[src/mcs_map.svh]
// Offsets-free constant map for the module control and status block.
// Assumes a 100 MHz clock; times are given in their own units.
`ifndef MCS_MAP_SVH
`define MCS_MAP_SVH

`define MCS_CLK_MHZ 100
`define MCS_T_RST_MIN_US 10
`define MCS_T_INIT_MS 300
`define MCS_T_INT_OFF_US 500
`define MCS_T_LOS_ON_US 100
`define MCS_T_NR_ON_MS 1
`define MCS_INIT_CYC (`MCS_T_INIT_MS * 1000 * `MCS_CLK_MHZ)
`define MCS_RST_CYC (`MCS_T_RST_MIN_US * `MCS_CLK_MHZ)
`define MCS_LOS_CYC (`MCS_T_LOS_ON_US * `MCS_CLK_MHZ)
`define MCS_INT_OFF_CYC (`MCS_T_INT_OFF_US * `MCS_CLK_MHZ)
`define MCS_RST_PULSE_CYC 16

`endif

[src/mcs_pkg.sv]
// Types for the module control and status block.
// Assumes the constant map header is included by users needing figures.
package mcs_pkg;

    typedef enum logic [1:0] {
        MCS_LB_NONE = 2'b00,
        MCS_LB_SYSTEM = 2'b01,
        MCS_LB_NETWORK = 2'b10
    } mcs_loop_e;

    typedef enum logic [1:0] {
        MCS_ST_INIT = 2'b00,
        MCS_ST_RUN = 2'b01,
        MCS_ST_DOWN = 2'b10
    } mcs_state_e;

    typedef struct packed {
        logic tx_pll_locked;
        logic rx_cdr_locked;
        logic rx_signal_present;
        logic fault_event;
    } mcs_status_s;

    typedef struct packed {
        logic laser_enable;
        logic tx_path_enable;
        logic rx_path_enable;
        logic system_loopback;
        logic network_loopback;
    } mcs_path_s;

endpackage

[src/mcs_ctrl.sv]
// Low-speed control and status logic of a pluggable optical transceiver.
// Assumes host pins are already synchronous to clk_i; the serial
// management engine sits outside and talks through plain strobes.
//
// Contract
// - Serial commands are honoured only while bus select is held low.
// - With bus select high, no transaction is answered or acknowledged.
// - Not-ready goes high on any condition invalidating transmit or receive data.
// - Transmit PLL lock failure raises an alarm and asserts not-ready.
// - Receive loss of signal or clock lock is reflected on not-ready.
// - Interrupt output is driven low to flag a fault or critical status.
// - Transmit disable high turns the transmitter output off.
// - Absent indicator is pulled low while the module is inserted.
// - Loss-of-signal output goes high when optical power is insufficient.
// - Power-down input high stops the optical transmit and electrical receive paths.
// - Each falling edge of power-down generates an internal reset pulse.
// - After reset, not-ready stays asserted until the PLLs regain lock.
// - System and network loopback are chosen by serial interface commands.
// - System loopback returns host transmit data to the host receive output.
// - Network loopback returns line receive data to the line transmitter.
// - PLL uses the host reference clock for line rate and lock decision.
// - Initialisation completes within 300 ms of power-on or power-down release.
// - Interrupt flags clear on read; interrupt negates within 500 us.
// - Loss-of-signal output asserts within 100 us of signal loss.
`timescale 1ns/100ps
`include "mcs_map.svh"

module mcs_ctrl
    import mcs_pkg::*;
#(
    parameter int unsigned INIT_CYC = `MCS_INIT_CYC,
    parameter int unsigned LOS_CYC = `MCS_LOS_CYC,
    parameter int unsigned INT_OFF_CYC = `MCS_INT_OFF_CYC
) (
    input wire logic clk_i,
    input wire logic srst_i,
    input wire logic bus_deselect_i,
    input wire logic mgmt_cmd_valid_i,
    input wire logic mgmt_loop_sel_i,
    input wire logic [1:0] mgmt_loop_mode_i,
    input wire logic mgmt_flag_read_i,
    input wire logic transmit_disable_i,
    input wire logic power_down_i,
    input wire mcs_status_s status_i,
    output logic mgmt_enable_o,
    output logic mgmt_ack_o,
    output logic module_not_ready_o,
    output logic interrupt_n_o,
    output logic receive_signal_lost_o,
    output logic module_absent_o,
    output logic tx_lock_alarm_o,
    output logic internal_reset_o,
    output logic [2:0] int_flags_o,
    output mcs_path_s path_o
);

    localparam int unsigned CW = 32;

    mcs_state_e state_ff;
    mcs_loop_e loop_ff;
    logic pd_prev_ff;
    logic [CW-1:0] init_cnt_ff;
    logic [CW-1:0] los_cnt_ff;
    logic [CW-1:0] int_cnt_ff;
    logic [7:0] rst_cnt_ff;
    logic [2:0] flags_ff;
    logic int_clr_pend_ff;
    logic mgmt_enable_ff;
    logic mgmt_ack_ff;
    logic nr_ff;
    logic int_n_ff;
    logic los_ff;
    logic alarm_ff;
    logic ireset_ff;
    mcs_path_s path_ff;

    logic pd_fall;
    logic rst_any;
    logic data_bad;
    logic [2:0] flag_set;

    assign pd_fall = pd_prev_ff & ~power_down_i;
    assign rst_any = srst_i | pd_fall;
    // Lock loss on either side and signal loss all void the data
    assign data_bad = ~status_i.tx_pll_locked | ~status_i.rx_cdr_locked
        | los_ff | (state_ff != MCS_ST_RUN);
    assign flag_set = {status_i.fault_event, ~status_i.tx_pll_locked, los_ff};

    // Edge memory for the power-down pin
    always_ff @(posedge clk_i) begin
        if (srst_i) begin
            pd_prev_ff <= 1'b0;
        end else begin
            pd_prev_ff <= power_down_i;
        end
    end

    // Reset pulse: fixed width so downstream logic sees it cleanly
    always_ff @(posedge clk_i) begin
        if (srst_i) begin
            rst_cnt_ff <= 8'h00;
            ireset_ff <= 1'b0;
        end else if (pd_fall) begin
            rst_cnt_ff <= 8'(`MCS_RST_PULSE_CYC - 1);
            ireset_ff <= 1'b1;
        end else if (rst_cnt_ff != 8'h00) begin
            rst_cnt_ff <= rst_cnt_ff - 8'h01;
            ireset_ff <= 1'b1;
        end else begin
            ireset_ff <= 1'b0;
        end
    end

    // Operating state: init, run, or powered down
    always_ff @(posedge clk_i) begin
        if (rst_any) begin
            state_ff <= MCS_ST_INIT;
            init_cnt_ff <= '0;
        end else if (power_down_i) begin
            state_ff <= MCS_ST_DOWN;
            init_cnt_ff <= '0;
        end else begin
            case (state_ff)
                MCS_ST_INIT: begin
                    // Leaves init once locked; the bound guarantees an exit
                    if ((status_i.tx_pll_locked && status_i.rx_cdr_locked)
                        || init_cnt_ff >= CW'(INIT_CYC - 1)) begin
                        state_ff <= MCS_ST_RUN;
                    end else begin
                        init_cnt_ff <= init_cnt_ff + CW'(1);
                    end
                end
                MCS_ST_RUN: begin
                    state_ff <= MCS_ST_RUN;
                end
                MCS_ST_DOWN: begin
                    state_ff <= MCS_ST_INIT;
                end
                default: begin
                    state_ff <= MCS_ST_INIT;
                end
            endcase
        end
    end

    // Loopback selection from the management engine
    always_ff @(posedge clk_i) begin
        if (rst_any) begin
            loop_ff <= MCS_LB_NONE;
        end else if (mgmt_cmd_valid_i && !bus_deselect_i && mgmt_loop_sel_i) begin
            case (mgmt_loop_mode_i)
                2'h1: loop_ff <= MCS_LB_SYSTEM;
                2'h2: loop_ff <= MCS_LB_NETWORK;
                default: loop_ff <= MCS_LB_NONE;
            endcase
        end
    end

    // Bus select gating and acknowledge
    always_ff @(posedge clk_i) begin
        if (srst_i) begin
            mgmt_enable_ff <= 1'b0;
            mgmt_ack_ff <= 1'b0;
        end else begin
            mgmt_enable_ff <= ~bus_deselect_i;
            mgmt_ack_ff <= mgmt_cmd_valid_i & ~bus_deselect_i;
        end
    end

    // Loss-of-signal qualifier, well inside the allowed assert delay
    always_ff @(posedge clk_i) begin
        if (rst_any) begin
            los_cnt_ff <= '0;
            los_ff <= 1'b1;
        end else if (status_i.rx_signal_present) begin
            los_cnt_ff <= '0;
            los_ff <= 1'b0;
        end else if (los_cnt_ff >= CW'(LOS_CYC / 2)) begin
            los_ff <= 1'b1;
        end else begin
            los_cnt_ff <= los_cnt_ff + CW'(1);
        end
    end

    // Not-ready and lock alarm
    always_ff @(posedge clk_i) begin
        if (srst_i) begin
            nr_ff <= 1'b1;
            alarm_ff <= 1'b0;
        end else begin
            nr_ff <= data_bad;
            alarm_ff <= ~status_i.tx_pll_locked;
        end
    end

    // Sticky flags; a new event beats a clearing read
    always_ff @(posedge clk_i) begin
        if (rst_any) begin
            flags_ff <= 3'h0;
        end else if (mgmt_flag_read_i && !bus_deselect_i) begin
            flags_ff <= flag_set;
        end else begin
            flags_ff <= flags_ff | flag_set;
        end
    end

    // Interrupt output negates a short, bounded time after the clear
    always_ff @(posedge clk_i) begin
        if (rst_any) begin
            int_n_ff <= 1'b1;
            int_clr_pend_ff <= 1'b0;
            int_cnt_ff <= '0;
        end else if (flags_ff != 3'h0) begin
            int_n_ff <= 1'b0;
            int_clr_pend_ff <= 1'b0;
            int_cnt_ff <= '0;
        end else if (!int_n_ff && !int_clr_pend_ff) begin
            int_clr_pend_ff <= 1'b1;
            int_cnt_ff <= '0;
        end else if (int_clr_pend_ff) begin
            if (int_cnt_ff >= CW'(INT_OFF_CYC / 4)) begin
                int_n_ff <= 1'b1;
                int_clr_pend_ff <= 1'b0;
            end else begin
                int_cnt_ff <= int_cnt_ff + CW'(1);
            end
        end
    end

    // Datapath steering
    always_ff @(posedge clk_i) begin
        if (srst_i) begin
            path_ff <= '0;
        end else begin
            path_ff.laser_enable <= ~transmit_disable_i & ~power_down_i;
            path_ff.tx_path_enable <= ~power_down_i;
            path_ff.rx_path_enable <= ~power_down_i;
            path_ff.system_loopback <= (loop_ff == MCS_LB_SYSTEM);
            path_ff.network_loopback <= (loop_ff == MCS_LB_NETWORK);
        end
    end

    always_ff @(posedge clk_i) begin
        if (srst_i) begin
            module_absent_o <= 1'b0;
        end else begin
            module_absent_o <= 1'b0;
        end
    end

    assign mgmt_enable_o = mgmt_enable_ff;
    assign mgmt_ack_o = mgmt_ack_ff;
    assign module_not_ready_o = nr_ff;
    assign interrupt_n_o = int_n_ff;
    assign receive_signal_lost_o = los_ff;
    assign tx_lock_alarm_o = alarm_ff;
    assign internal_reset_o = ireset_ff;
    assign int_flags_o = flags_ff;
    assign path_o = path_ff;

endmodule

[config.mk]
export PLATFORM = sky130hd
export DESIGN_NAME = mcs_ctrl
export DESIGN_NICKNAME = d
export VERILOG_FILES = /design/src/mcs_pkg.sv /design/src/mcs_ctrl.sv
export VERILOG_INCLUDE_DIRS = /design/src
export SDC_FILE = /design/constraint.sdc
export NUM_CORES = 1
export LEC_CHECK = 0
export BUFFER_PORTS_ARGS = -buffer_cell sky130_fd_sc_hd__clkbuf_2
export CAP_MARGIN = 20
export CORE_AREA = 4 4 101 103
export DETAILED_ROUTE_END_ITERATION = 10
export DIE_AREA = 0 0 105 107
export HOLD_SLACK_MARGIN = 0.03
export PLACE_DENSITY = 0.8
export SLEW_MARGIN = 20
export SYNTH_ARGS = -nofsm -noshare
export SYNTH_HDL_FRONTEND = slang
export SYNTH_SLANG_ARGS = --single-unit
[constraint.sdc]
create_clock -name clk_i -period 2.93 [get_ports clk_i]
set_clock_uncertainty 0.15 [all_clocks]
set_input_delay 0.879 -clock clk_i [delete_from_list [all_inputs] [get_ports clk_i]]
set_output_delay 0.879 -clock clk_i [all_outputs]
set_load 0.02 [all_outputs]
======== After elaboration in Yosys (flattened, before gate mapping) ========
Index checks and enable logic that the tools add are counted.
storage, ports and cells
  flip-flop bits (word level) ............. 124
  input port bits ......................... 14
  output and inout port bits .............. 16
  logic and storage cells ................. 95
cells by class
  add/subtract/negate cells ............... 4
  order comparisons ....................... 3
  equality and inequality tests ........... 9
  multiplexer cells ....................... 18
  bitwise gates (word level) .............. 15
  reduce and logical (&&, ||, !) cells .... 24
operator list
  operator                 number
  $add A32 B1 Y32 const B  3
  $ge A32 B13 Y1 const B   1
  $ge A32 B14 Y1 const B   1
  $ge A32 B25 Y1 const B   1
  $mux W1                  11
  $mux W4                  2
  $pmux W2 S2              2
  $reduce_bool A2 Y1       4
  $reduce_bool A8 Y1       1
  $reduce_or A2 Y1         4
  $sub A8 B1 Y8 const B    1
  $not A1 Y1               7
  $eq A2 B1 Y1 const B     3
  $logic_and A1 B1 Y1      5
  $eq A2 B2 Y1 const B     2
  $mux W2                  2
  $ne A2 B2 Y1 const B     2
  $or A1 B1 Y1             4
  $reduce_and A2 Y1        2
  $and A1 B1 Y1            3
  $logic_not A1 Y1         3
  $mux W3                  1
  $ne A3 B3 Y1 const B     1
  $or A3 B3 Y3             1
  other kinds (6)          6

======== Longest topological paths before layout ========
  depth after elaboration ................. 5
  gate-level depth with buffers ........... 8
  gate-level depth less buffers ........... 7

======== Least setup slack after synthesis ========
Ideal clock, no wire load.
  path type ............................... input port to flip-flop
  from .................................... input status_i[2] (netlist name)
  to ...................................... register init_cnt_ff[11]
  setup time .............................. 0.070 ns
  arrival time ............................ 2.532 ns
  required time ........................... 2.710 ns
  setup slack ............................. 0.178 ns
  cell stages on the path ................. 6
  buffers on the path ..................... 1
  cells stage by stage .................... a211o_1 or3_1 a211o_1 buf_6 or4_1 a21oi_1
on the way
  longest elaborated chain between the ends .. 4
RTL lines
  item                                RTL line         text
  start: declaration                  mcs_ctrl.sv:44   input wire mcs_status_s status_i,
  $logic_and A1 B1 Y1                 mcs_ctrl.sv:126  if ((status_i.tx_pll_locked && status_i.rx_cdr_locked)
  $logic_or A1 B1 Y1                  mcs_ctrl.sv:127  || init_cnt_ff >= CW'(INIT_CYC - 1)) begin
  $not A1 Y1 (no source line)         --
  $reduce_and A2 Y1 (no source line)  --
  end signal: assignment              mcs_ctrl.sv:130  init_cnt_ff <= init_cnt_ff + CW'(1);
  end: declaration                    mcs_ctrl.sv:62   logic [CW-1:0] init_cnt_ff;
No other way between the ends.
A chain may end at the register's enable or synchronous reset.

======== Worst setup path in the final report ========
  from .................................... register init_cnt_ff[30]
  to ...................................... register init_cnt_ff[9]
on the way
  longest elaborated chain between the ends .. 4
RTL lines
  item                                RTL line
  $ge A32 B25 Y1                      mcs_ctrl.sv:127
  $logic_or A1 B1 Y1                  mcs_ctrl.sv:127
  $not A1 Y1 (no source line)         --
  $reduce_and A2 Y1 (no source line)  --
No other way between the ends.

==> impl_metrics.json <==
{
  "yosysSeqAreaShare_pct": 49.8,
  "crit_type": "reg2reg",
  "synth_cell_types": 49,
  "p_total_mw": 4.28,
  "syn2layout_area_growth_pct": 18.2,
  "syn-cell-area_mm2": 0.00498,
  "hold_violations": 0,
  "start_kind": "flop",
  "grt_max_degree": 25,
  "ir_drop_uv": 464,
  "max_slew_margin_pct": 36.9,
  "fp.dieW_um": 105,
  "clockRootBuffer": "clkbuf_8",
  "synthArstFlopShare_pct": 0,
  "cts_resized": 0,
  "numCtsBuffers": 17,
  "dieArea_mm2": 0.0112,
  "dp_hpwl_um": 7320,
  "cp_max_fo": 12,
  "post_drt_wl_per_cell_um": 15.3,
  "syn_avg_cell_area_um2": 9.07,
  "grt_usage_pct": 20.2,
  "synth_edf_count": 0,
  "grt-ovfl-total": 0,
  "drv_cap": 0,
  "port_buffers": 28,
  "diodes": 0,
  "clockPowerShare_pct": 47.4,
  "synth_seq_cells": 124,
  "synth_common_cells": "dfxtp_1, and2_1, a21oi_1",
  "tightest_slew_ns": 0.935,
  "cts_tree": "built",
  "grt_pass1_wl_um": 18800,
  "power.leakage_nw": 2.23,
  "synth_top_area_share_pct": 49.8,
  "wl_met1_um": 4920,
  "die_height_um": 107,
  "cts_hold_buf": 0,
  "ant_nets": 0,
  "via_count": 4169,
  "routed-wl-met3_um": 525,
  "coreArea_mm2": 0.00920,
  "power.switching_mw": 1.10,
  "finalSetupTns_ns": 0,
  "yosysMostFrequentCell": "dfxtp_1",
  "worst_ep_arrival_time_ns": 2.86,
  "endpoint_kind": "flop",
  "hold_path_class": "reg2reg",
  "synthCells": 549,
  "layout-drive-gt1-share_pct": 14.8,
  "routabilityCongestion": 0.875,
  "antenna_found_initial": 0,
  "clock_sinks": 124,
  "whs_ns": 0.299,
  "finalMaxSlewViolations": 0,
  "post-route-period-util_pct": 87.7,
  "htreeDepth": 4,
  "combPwrFrac_pct": 10.2,
  "start_util_pct": 54.1,
  "ys.flop_type": "dfxtp_1",
  "highest_layer": "met4",
  "dr_wl_met2_um": 5420,
  "drtIter0Drc": 190,
  "post-route-min-period_ns": 2.57,
  "switching_share_pct": 25.8,
  "seqPwrFrac_pct": 42.4,
  "detailedRoute.firstPassIterationCount": 5,
  "path_clk_slew_ns": 0.06,
  "vias_per_cell": 5.81,
  "status": "complete, no violations",
  "fmaxAchievable_ghz": 0.389,
  "clock_path_buffers": 2,
  "fin_nets": 614,
  "rsz0062_at_grt": "no",
  "synth_area_leader_cell": "dfxtp_1",
  "clk-insertion-delay-late_ns": 0.51,
  "drc": 0,
  "synthTopCellsByArea": "dfxtp_1, and2_1, a21oi_1",
  "cp.required_ns": 3.22,
  "grt_pass1_vias": 4080,
  "rows": 35,
  "synth_nets": 569,
  "p_int_mw": 3.17,
  "post-cts-setup-buffers": 0,
  "power_density_mw_per_mm2": 727,
  "setup_viol": 0,
  "ioPinCount": 30,
  "drt-total-wl_um": 11000,
  "yosysWarnings": 0
}
metrics by stage:
stage	util [%]	instances	area, um^2	setup WS [ns]
3_5_place_dp	57.7	686	5310	-0.0283
2_1_floorplan	-	549	4980	0.178
5_1_grt	64.0	718	5880	0.236
6_report	64.0	718	5880	0.359
4_1_cts	64.0	718	5880	0.354
3_3_place_gp	57.7	686	5310	0.0131
worst max-delay path: stages (launching register included):
cell	delay, ns
dfxtp_1	0.30
or4_1	0.55
or3_1	0.41
a211o_1	0.25
buf_4	0.18
or4_1	0.51
a21oi_1	0.15
final cells by class:
class                      instances  area (um^2)
clock inverter                    14          156
sequential                       124         2480
fill                             726         3310
timing repair buffer              48          290
tap                              111          139
inverter                          20         75.1
clock buffer                      18          418
multi-input combinational        383         2320
layer usage:
layer | global-route usage [%] | up-vias
met3 | 5.18 | 10
li1 | - | 2076
met2 | 34.4 | 114
met4 | 6.37 | 0
met5 | 0 | -
met1 | 25.2 | 1969
placed cells by master (no fill, tap or decap), drive strengths merged, types with 3 or more instances in the layout:
| cell | netlist | layout |
|---|---|---|
| nor3b | 5 | 5 |
| or4 | 14 | 14 |
| a21o | 3 | 3 |
| and3 | 9 | 9 |
| nand2 | 35 | 35 |
| buf | 6 | 20 |
| nand3 | 25 | 25 |
| o21ai | 16 | 16 |
| a21oi | 44 | 44 |
| a31o | 6 | 6 |
| nor3 | 13 | 13 |
| dfxtp | 124 | 124 |
| a31oi | 4 | 4 |
| ha | 6 | 6 |
| a2111oi | 5 | 5 |
| a211oi | 5 | 5 |
| nand4 | 14 | 14 |
| and2 | 47 | 47 |
| nor2b | 5 | 5 |
| nor4 | 14 | 14 |
| nor2 | 35 | 35 |
| xnor2 | 10 | 10 |
| or3 | 19 | 19 |
| and4 | 3 | 3 |
| mux2i | 5 | 5 |
| clkinv | 0 | 4 |
| o31ai | 10 | 10 |
| clkbuf | 16 | 46 |
| nand2b | 5 | 5 |
| nand3b | 4 | 4 |
| inv | 20 | 27 |
| o211ai | 5 | 5 |
registers in the layout (all words and copies together) (netlist names):
| signal | cells |
|---|---|
| los_cnt_ff | 32 |
| mgmt_enable_o | 1 |
| rst_cnt_ff | 8 |
| int_cnt_ff | 32 |
| int_flags_o | 3 |
| init_cnt_ff | 32 |
| state_ff | 2 |
| tx_lock_alarm_o | 1 |
| mgmt_ack_o | 1 |
| interrupt_n_o | 1 |
| int_clr_pend_ff | 1 |
| receive_signal_lost_o | 1 |
| internal_reset_o | 1 |
| pd_prev_ff | 1 |
| loop_ff | 2 |
| module_not_ready_o | 1 |
| path_o | 4 |
path summary, 6_finish.rpt:
| path | start | endpoint | slack, ns | cells past startpoint |
|---|---|---|---|---|
| setup / recovery | init_cnt_ff[30] | init_cnt_ff[9] | 0.36 | 6 |
| hold / removal | loop_ff[0] | path_o[0] | 0.30 | 1 |
| setup reg to reg | init_cnt_ff[30] | init_cnt_ff[9] | 0.36 | 6 |
| hold reg to reg | loop_ff[0] | path_o[0] | 0.30 | 1 |
power groups by stage:
| stage | Sequential (mW) | Combinational, mW | Clock, mW |
|---|---|---|---|
| after global placement | 1.85 | 0.411 | 0 |
| after CTS | 1.81 | 0.439 | 2.06 |
| final | 1.81 | 0.438 | 2.03 |
| after detailed placement | 1.85 | 0.433 | 0 |
| after global routing | 1.82 | 0.491 | 2.14 |
| after floorplan | 1.86 | 0.310 | 0 |
cells by family after synthesis:
| logic type | count (synthesis) | synth area share [%] |
|---|---|---|
| AOI/OAI and AO/OA | 109 | 14.2 |
| and+or+nand+nor | 251 | 27.9 |
| xor gates and xnor gates | 11 | 1.93 |
| other | 1 | 0.0753 |
| adders and majority gates | 6 | 1.51 |
| muxes | 5 | 1.01 |
| buffers and inverters | 42 | 3.49 |
| DFF | 124 | 49.8 |
Power figures use the tool's default switching activity.
